$ cat src/include/arts_pkg.sv
/*
  shared constants and carrier types for the split auto-reload timer.
  assumes an 8-bit special function register bus on the system clock.
*/
package arts_pkg;

  // ---------------------------------------------------------------
  // register addresses
  // ---------------------------------------------------------------
  localparam logic [7:0] ARTS_ADDR_CTRL = 8'hc8;
  localparam logic [7:0] ARTS_ADDR_RLD_LO = 8'hca;
  localparam logic [7:0] ARTS_ADDR_RLD_HI = 8'hcb;
  localparam logic [7:0] ARTS_ADDR_CNT_LO = 8'hcc;
  localparam logic [7:0] ARTS_ADDR_CNT_HI = 8'hcd;

  // ---------------------------------------------------------------
  // control register fields
  // ---------------------------------------------------------------
  localparam int ARTS_BIT_HI_FLAG = 7;
  localparam int ARTS_BIT_LO_FLAG = 6;
  localparam int ARTS_BIT_LO_IRQ_EN = 5;
  localparam int ARTS_BIT_SPLIT = 3;
  localparam int ARTS_BIT_RUN = 2;
  localparam int ARTS_BIT_ALT_CLK = 0;

  // ---------------------------------------------------------------
  // reset values and counts
  // ---------------------------------------------------------------
  localparam logic [7:0] ARTS_RST_BYTE = 8'h00;
  localparam logic [7:0] ARTS_BYTE_MAX = 8'hff;
  localparam logic [3:0] ARTS_DIV12_LAST = 4'hb;
  localparam logic [2:0] ARTS_DIV8_LAST = 3'h7;

  // ---------------------------------------------------------------
  // types
  // ---------------------------------------------------------------
  typedef enum logic
  {
    ARTS_MODE_16 = 1'b0,
    ARTS_MODE_SPLIT = 1'b1
  } arts_mode_e;

  typedef struct packed
  {
    logic wr;
    logic [7:0] addr;
    logic [7:0] wdata;
  } arts_sfr_req_s;

  typedef struct packed
  {
    logic div12;
    logic ext8;
  } arts_tick_s;

  typedef struct packed
  {
    logic hi_flag;
    logic lo_flag;
    logic lo_irq_en;
    arts_mode_e mode;
    logic run;
    logic alt_clk;
    logic [7:0] rld_lo;
    logic [7:0] rld_hi;
    logic [7:0] cnt_lo;
    logic [7:0] cnt_hi;
    logic [7:0] rdata;
    logic irq;
  } arts_state_s;

  typedef struct packed
  {
    logic [2:0] sync;
    logic level;
    logic [2:0] div8;
    logic [3:0] div12;
    arts_tick_s tick;
  } arts_tick_state_s;

endpackage

$ cat src/design/arts_tick_gen.sv
/*
  count clock ticks: system clock divided by 12, and the external
  oscillator pin divided by 8 after synchronisation.
  assumes the external oscillator is far slower than the system clock.
*/
`timescale 1ns/1ps

module arts_tick_gen
(
  // clock and reset
  input wire logic mclk_i,
  input wire logic reset_n_i,
  // external oscillator pin
  input wire logic ext_osc_i,
  // one-cycle tick pulses
  output arts_pkg::arts_tick_s tick_o
);
  import arts_pkg::*;

  arts_tick_state_s st_ff;
  arts_tick_state_s nxt_st;
  logic rise;

  // ---------------------------------------------------------------
  // next state
  // ---------------------------------------------------------------
  always_comb
  begin
    nxt_st = st_ff;
    rise = 1'b0;
    nxt_st.sync = {st_ff.sync[1:0], ext_osc_i};
    // level changes only once stages two and three agree
    if (st_ff.sync[1] == st_ff.sync[2])
    begin
      nxt_st.level = st_ff.sync[2];
      rise = st_ff.sync[2] & ~st_ff.level;
    end
    nxt_st.tick.ext8 = 1'b0;
    if (rise)
    begin
      nxt_st.div8 = st_ff.div8 + 3'h1;
      nxt_st.tick.ext8 = (st_ff.div8 == ARTS_DIV8_LAST);
    end
    nxt_st.tick.div12 = (st_ff.div12 == ARTS_DIV12_LAST);
    if (st_ff.div12 == ARTS_DIV12_LAST)
    begin
      nxt_st.div12 = 4'h0;
    end
    else
    begin
      nxt_st.div12 = st_ff.div12 + 4'h1;
    end
  end

  // ---------------------------------------------------------------
  // registers
  // ---------------------------------------------------------------
  always_ff @(posedge mclk_i or negedge reset_n_i)
  begin
    if (!reset_n_i)
    begin
      st_ff <= '0;
    end
    else
    begin
      st_ff <= nxt_st;
    end
  end

  assign tick_o = st_ff.tick;

endmodule

$ cat src/design/arts_timer.sv
/*
  16-bit auto-reload timer that can split into two 8-bit auto-reload
  timers, with its control, reload and count registers on the sfr bus.
  assumes the interrupt enable and clock control bits come from
  registers elsewhere on the system clock.
*/
`timescale 1ns/1ps

// Overview of operation
// - split bit clear gives one 16-bit counter; set gives two 8-bit counters.
// - 16-bit wrap from ffff loads both reload bytes into the count.
// - each 16-bit wrap sets the high overflow flag.
// - with timer interrupt enabled, every 16-bit overflow requests an interrupt.
// - with low interrupt enable too, low byte wraps also request an interrupt.
// - low byte wrap sets the low overflow flag in either mode.
// - in split mode each byte reloads from its own reload byte.
// - run bit gates whole timer in 16-bit mode, only high byte when split.
// - alternate clock is system clock over 12, or external oscillator over 8.
// - a byte clock select of one picks the undivided system clock.
// - external oscillator over 8 is synchronised before it counts.
// - split high byte wrap sets high flag and requests an interrupt.
// - split with low enable, either byte interrupts; software reads both flags.
// - hardware never clears overflow flags; software writes them clear.
// - control bits 4 and 1 read zero and ignore writes.
// - low count register is low half, or the whole low byte when split.
// - high byte clock select acts only in split mode.
// - low byte clock select clocks whole timer, or low byte when split.
module arts_timer
(
  // clock and reset
  input wire logic mclk_i,
  input wire logic reset_n_i,
  // sfr bus
  input arts_pkg::arts_sfr_req_s sfr_req_i,
  output logic [7:0] sfr_rdata_o,
  // outside control bits
  input wire logic timer_irq_enable_i,
  input wire logic high_byte_clock_select_i,
  input wire logic low_byte_clock_select_i,
  // external oscillator pin
  input wire logic ext_osc_i,
  // interrupt request
  output logic timer_irq_o
);
  import arts_pkg::*;

  arts_state_s st_ff;
  arts_state_s nxt_st;
  arts_tick_s tick;

  logic alt_tick;
  logic lo_tick;
  logic hi_tick;
  logic split;
  logic lo_en;
  logic hi_en;
  logic lo_wrap;
  logic hi_wrap;
  logic wr_ctrl;
  logic wr_rld_lo;
  logic wr_rld_hi;
  logic wr_cnt_lo;
  logic wr_cnt_hi;
  logic [7:0] ctrl_view;
  logic [7:0] rd_mux;

  // ---------------------------------------------------------------
  // tick source
  // ---------------------------------------------------------------
  arts_tick_gen u_tick
  (
    .mclk_i(mclk_i),
    .reset_n_i(reset_n_i),
    .ext_osc_i(ext_osc_i),
    .tick_o(tick)
  );

  // ---------------------------------------------------------------
  // clock selection
  // ---------------------------------------------------------------
  always_comb
  begin
    split = (st_ff.mode == ARTS_MODE_SPLIT);
    // alternate clock chosen by the control register
    if (st_ff.alt_clk)
    begin
      alt_tick = tick.ext8;
    end
    else
    begin
      alt_tick = tick.div12;
    end
    // low byte, or whole timer in 16-bit mode
    if (low_byte_clock_select_i)
    begin
      lo_tick = 1'b1;
    end
    else
    begin
      lo_tick = alt_tick;
    end
    // high byte select only matters when split
    if (!split)
    begin
      hi_tick = lo_tick;
    end
    else if (high_byte_clock_select_i)
    begin
      hi_tick = 1'b1;
    end
    else
    begin
      hi_tick = alt_tick;
    end
  end

  // ---------------------------------------------------------------
  // count enables and wraps
  // ---------------------------------------------------------------
  always_comb
  begin
    if (split)
    begin
      lo_en = lo_tick;
      hi_en = st_ff.run & hi_tick;
    end
    else
    begin
      lo_en = st_ff.run & lo_tick;
      hi_en = 1'b0;
    end
    lo_wrap = lo_en & (st_ff.cnt_lo == ARTS_BYTE_MAX);
    if (split)
    begin
      hi_wrap = hi_en & (st_ff.cnt_hi == ARTS_BYTE_MAX);
    end
    else
    begin
      hi_wrap = lo_wrap & (st_ff.cnt_hi == ARTS_BYTE_MAX);
    end
  end

  // ---------------------------------------------------------------
  // write decode
  // ---------------------------------------------------------------
  always_comb
  begin
    wr_ctrl = sfr_req_i.wr & (sfr_req_i.addr == ARTS_ADDR_CTRL);
    wr_rld_lo = sfr_req_i.wr & (sfr_req_i.addr == ARTS_ADDR_RLD_LO);
    wr_rld_hi = sfr_req_i.wr & (sfr_req_i.addr == ARTS_ADDR_RLD_HI);
    wr_cnt_lo = sfr_req_i.wr & (sfr_req_i.addr == ARTS_ADDR_CNT_LO);
    wr_cnt_hi = sfr_req_i.wr & (sfr_req_i.addr == ARTS_ADDR_CNT_HI);
  end

  // ---------------------------------------------------------------
  // next state
  // ---------------------------------------------------------------
  always_comb
  begin
    nxt_st = st_ff;

    // control register; bits 4 and 1 are not stored
    if (wr_ctrl)
    begin
      nxt_st.hi_flag = sfr_req_i.wdata[ARTS_BIT_HI_FLAG];
      nxt_st.lo_flag = sfr_req_i.wdata[ARTS_BIT_LO_FLAG];
      nxt_st.lo_irq_en = sfr_req_i.wdata[ARTS_BIT_LO_IRQ_EN];
      nxt_st.mode = arts_mode_e'(sfr_req_i.wdata[ARTS_BIT_SPLIT]);
      nxt_st.run = sfr_req_i.wdata[ARTS_BIT_RUN];
      nxt_st.alt_clk = sfr_req_i.wdata[ARTS_BIT_ALT_CLK];
    end

    // reload registers
    if (wr_rld_lo)
    begin
      nxt_st.rld_lo = sfr_req_i.wdata;
    end
    if (wr_rld_hi)
    begin
      nxt_st.rld_hi = sfr_req_i.wdata;
    end

    // low byte counting
    if (lo_wrap)
    begin
      nxt_st.cnt_lo = st_ff.rld_lo;
    end
    else if (lo_en)
    begin
      nxt_st.cnt_lo = st_ff.cnt_lo + 8'h01;
    end

    // high byte counting
    if (split)
    begin
      if (hi_wrap)
      begin
        nxt_st.cnt_hi = st_ff.rld_hi;
      end
      else if (hi_en)
      begin
        nxt_st.cnt_hi = st_ff.cnt_hi + 8'h01;
      end
    end
    else
    begin
      if (hi_wrap)
      begin
        nxt_st.cnt_hi = st_ff.rld_hi;
      end
      else if (lo_wrap)
      begin
        nxt_st.cnt_hi = st_ff.cnt_hi + 8'h01;
      end
    end

    // software count writes win over counting
    if (wr_cnt_lo)
    begin
      nxt_st.cnt_lo = sfr_req_i.wdata;
    end
    if (wr_cnt_hi)
    begin
      nxt_st.cnt_hi = sfr_req_i.wdata;
    end

    // overflow flags: a set beats a clear in the same cycle
    if (hi_wrap)
    begin
      nxt_st.hi_flag = 1'b1;
    end
    if (lo_wrap)
    begin
      nxt_st.lo_flag = 1'b1;
    end

    // interrupt request level
    nxt_st.irq = timer_irq_enable_i
                 & (st_ff.hi_flag | (st_ff.lo_irq_en & st_ff.lo_flag));

    // read data
    nxt_st.rdata = rd_mux;
  end

  // ---------------------------------------------------------------
  // read mux
  // ---------------------------------------------------------------
  always_comb
  begin
    ctrl_view = ARTS_RST_BYTE;
    ctrl_view[ARTS_BIT_HI_FLAG] = st_ff.hi_flag;
    ctrl_view[ARTS_BIT_LO_FLAG] = st_ff.lo_flag;
    ctrl_view[ARTS_BIT_LO_IRQ_EN] = st_ff.lo_irq_en;
    ctrl_view[ARTS_BIT_SPLIT] = st_ff.mode;
    ctrl_view[ARTS_BIT_RUN] = st_ff.run;
    ctrl_view[ARTS_BIT_ALT_CLK] = st_ff.alt_clk;
    unique case (sfr_req_i.addr)
      ARTS_ADDR_CTRL:
      begin
        rd_mux = ctrl_view;
      end
      ARTS_ADDR_RLD_LO:
      begin
        rd_mux = st_ff.rld_lo;
      end
      ARTS_ADDR_RLD_HI:
      begin
        rd_mux = st_ff.rld_hi;
      end
      ARTS_ADDR_CNT_LO:
      begin
        rd_mux = st_ff.cnt_lo;
      end
      ARTS_ADDR_CNT_HI:
      begin
        rd_mux = st_ff.cnt_hi;
      end
      default:
      begin
        rd_mux = ARTS_RST_BYTE;
      end
    endcase
  end

  // ---------------------------------------------------------------
  // registers
  // ---------------------------------------------------------------
  always_ff @(posedge mclk_i or negedge reset_n_i)
  begin
    if (!reset_n_i)
    begin
      st_ff <= '0;
    end
    else
    begin
      st_ff <= nxt_st;
    end
  end

  // ---------------------------------------------------------------
  // outputs
  // ---------------------------------------------------------------
  assign sfr_rdata_o = st_ff.rdata;
  assign timer_irq_o = st_ff.irq;

endmodule

$ cat config.mk
export PLATFORM = sky130hd
export DESIGN_NAME = arts_timer
export DESIGN_NICKNAME = d
export VERILOG_FILES = /design/src/include/arts_pkg.sv /design/src/design/arts_tick_gen.sv /design/src/design/arts_timer.sv
export SDC_FILE = /design/constraint.sdc
export NUM_CORES = 1
export LEC_CHECK = 0
export BUFFER_PORTS_ARGS = -buffer_cell sky130_fd_sc_hd__clkbuf_2
export CAP_MARGIN = 20
export CORE_MARGIN = 2
export CORE_UTILIZATION = 60
export CTS_BUF_LIST = sky130_fd_sc_hd__clkbuf_2
export DETAILED_ROUTE_END_ITERATION = 16
export PLACE_DENSITY = 0.89
export SYNTH_ARGS = -nofsm -noshare
export SYNTH_HDL_FRONTEND = slang
export SYNTH_HIERARCHICAL = 1
export SYNTH_SLANG_ARGS = --single-unit
$ cat constraint.sdc
create_clock -name mclk_i -period 4 [get_ports mclk_i]
set_input_delay 0 -clock mclk_i [delete_from_list [all_inputs] [get_ports mclk_i]]
set_output_delay 0 -clock mclk_i [all_outputs]
set_load 0.02 [all_outputs]
==> metrics <==
status=complete, no violations; Main synth FF type=dfrtp_1; Core Util, Final=0.7145; Synth Area in XOR/XNOR=0.005424; GRT Total Usage=0.2624; antenna viol nets, final=0; DP HPWL=5015 um; Setup TNS Final=0 ns; DR DRC count=0; reg2reg end=st_ff[16]; register area share after synthesis=0.4649; end of the worst hold path=st_ff[28]; Max Cap Viol=0; Skew-Pair Late Insertion Delay=0.48 ns; first-pass iteration count of the detailed router=6; hold depth=3; Root Driver=clkbuf_2; CORE AREA=5140 sq um; Placer Congestion=0.8747; Clock Path Buffers=2; Worst Tran Pin Value=0.9364 ns; Fillers=377; Peak Freq=466.6 MHz; GRT Residual Overflow=0; final non-filler cell total=408; Tot Pwr=1.409 mW; post_cts resized=0; fraction of registers with async set/reset=1.000; clk sink count=60; share of cells above drive strength 1=0.2544; Iteration-0 DRC Markers=247; CP Data Arrival Time=2.58 ns; worst vdd ir=0.1835 mV; CP Launch Type=primary input; Post-synth EDFFs=0; Avg Inst Size Synth=10.95 sq um; Final WS setup=1.857 ns; Compound-Gate Fraction of Synth Area=0.1929; clk_skew=0.006103 ns; number of global-route vias before repair=2501; Hold Violations, Final=0; Final Cell Area=3672 sq um; fin crit share=0.5358; WL/cell=17.87 um; Slew headroom=0.3734; pwr dens=383.6 nW/um^2; via/cell ratio=6.260; Antenna Cells=0; CTS tree=yes; hold_ws=0.03488 ns; Final nets=361; Post-Syn Area=3229 sq um; unrepaired setup endpoints after global routing=no; endpoints failing setup=0; Die ar.=5985 sq um; Slew Limit Fails=0; Placement Setup Slack=2.007 ns; Initial Util=0.6283; critical path class=primary input to register; area added between synthesis and finish=13.72%; #FFs+latches synth=60; element type at the critical path end=register; FP Rows=26; Placed Area=3339 sq um; required time of the critical path=4.43 ns; RR Startpoint=st_ff[9]; CTS Buf Count=9; Leakage Power=1.659 nW; min-delay src=sfr_req_i[16]; setup slack, reg-to-reg=1.94 ns; vias=2554; mux contribution to synthesized area=0.1073; Die Y=77.37 um; die width=77.37 um; worst r2r path cells=6; Syn. warnings=6; IO Port Bufs=31; Reg clk slew, reported paths=0.16 ns; initial antenna violation count=0; Adder-Cell Fraction of Synth Area=0.02247; Netlist cell types=62; final wirelength=7289 um; syn nets=323; combinational family with the most area after synthesis=compound AO/OA/AOI/OAI gates; HP Class=primary input to register; simple-gate share of the synthesized area=0.1554; Post-Synthesis Cells=295; min Tclk post-route=2.143 ns; io pins=32; placed insts=374; largest net degree at the start of global routing=61; # H-tree levels=3; critical-path maximum fanout=20; first-pass GRT wire length=12030 um
## layer usage
layer	vias up	routed length [um]	global-route usage
li1	1191	-	-
met1	1217	3014	0.3305
met2	116	3488	0.4235
met3	30	480	0.05930
met4	0	307	0.1393
met5	-	0	0
## layout make-up
class / count / area [sq um] / share of cell area
sequential: 60 / 1501 / 0.4089
inverter: 7 / 26.28 / 0.007155
tap: 70 / 87.58 / 0.02385
clock buffer: 10 / 50.05 / 0.01363
clock inverter: 6 / 102.6 / 0.02794
timing repair buffer: 50 / 342.8 / 0.09336
multi-input combinational: 205 / 1562 / 0.4252
## power breakdown
| group | leakage (nW) | switching [mW] | internal, mW |
|---|---|---|---|
| logic | 0.766 | 0.0978 | 0.101 |
| clock network | 0.0910 | 0.218 | 0.268 |
| registers | 0.802 | 0.0630 | 0.662 |
## worst max-delay path by stage
| stage | startpoint | endpoint | slack (ns) | cells past startpoint |
|---|---|---|---|---|
| global placement | st_ff[17] | st_ff[13] | 2.05 | 6 |
| CTS | sfr_req_i[8] | sfr_rdata_o[5] | 1.94 | 7 |
| detailed placement | st_ff[17] | st_ff[13] | 2.01 | 6 |
| finish | sfr_req_i[8] | sfr_rdata_o[5] | 1.86 | 7 |
| floorplan | st_ff[17] | st_ff[15] | 2.16 | 6 |
| global route | sfr_req_i[8] | sfr_rdata_o[5] | 1.76 | 7 |
## Yosys cell counts (6+ instances only)
| cell type | instances | area [sq um] |
|---|---|---|
| dfrtp_1 | 60 | 1501 |
| nand2_1 | 26 | 97.59 |
| mux2_2 | 21 | 236.5 |
| o21ai_0 | 14 | 70.07 |
| a21oi_1 | 13 | 65.06 |
| buf_4 | 12 | 90.09 |
| nor2_1 | 10 | 37.54 |
| a22oi_1 | 9 | 67.56 |
| mux2i_1 | 8 | 80.08 |
| o31ai_1 | 8 | 60.06 |
| nand3_1 | 7 | 35.03 |
| buf_2 | 6 | 30.03 |
| inv_1 | 6 | 22.52 |
## critical path: stages
cell and delay (ns):
dlygate4sd3_1 0.53, clkbuf_2 0.12, and3b_1 0.68, a221oi_1 0.18
or3_1 0.39, o31ai_1 0.08, dlygate4sd3_1 0.59
## kinds of logic (layout without fill, tap and decap cells)
| logic type | Yosys count | in the layout |
|---|---|---|
| flip-flops | 60 | 60 |
| AO/OA/AOI/OAI | 82 | 82 |
| AND/OR/NAND/NOR | 84 | 84 |
| buffers and inverters | 30 | 73 |
| adder cells (fa/ha/maj) | 6 | 6 |
| multiplexers | 31 | 31 |
| XOR/XNOR | 2 | 2 |
## what timing repair did
item | CTS | global route
setup buffers | 0 | 0
endpoints found under the hold margin | 108 | 0
hold buffers | 18 | 0
## cell usage in the layout (no fill, tap or decap), types with 3 or more instances in the layout
master / count
dfrtp_1: 60
clkinv_1: 3
nor2_1: 10
nor3_1: 5
a31oi_1: 5
o22ai_1: 3
or3_1: 4
a211oi_1: 4
o21ai_0: 14
a22oi_1: 9
nand4_1: 3
ha_1: 5
nand2_1: 26
nand3_1: 7
and4_1: 5
inv_1: 6
bufinv_16: 3
a221oi_1: 4
a21oi_1: 13
clkbuf_2: 41
and3_1: 5
a22o_1: 4
mux2_2: 21
o31ai_1: 8
dlygate4sd3_1: 18
mux2i_1: 8
## state kept, by name, summed over array words and instances, names as in the netlist
| name | flops |
|---|---|
| u_tick/tick_o | 2 |
| split | 1 |
| sfr_rdata_o | 8 |
| timer_irq_o | 1 |
| st_ff | 32 |
| ctrl_view | 5 |
| u_tick/nxt_st | 2 |
| u_tick/st_ff | 9 |
Power figures use the tool's default switching activity.
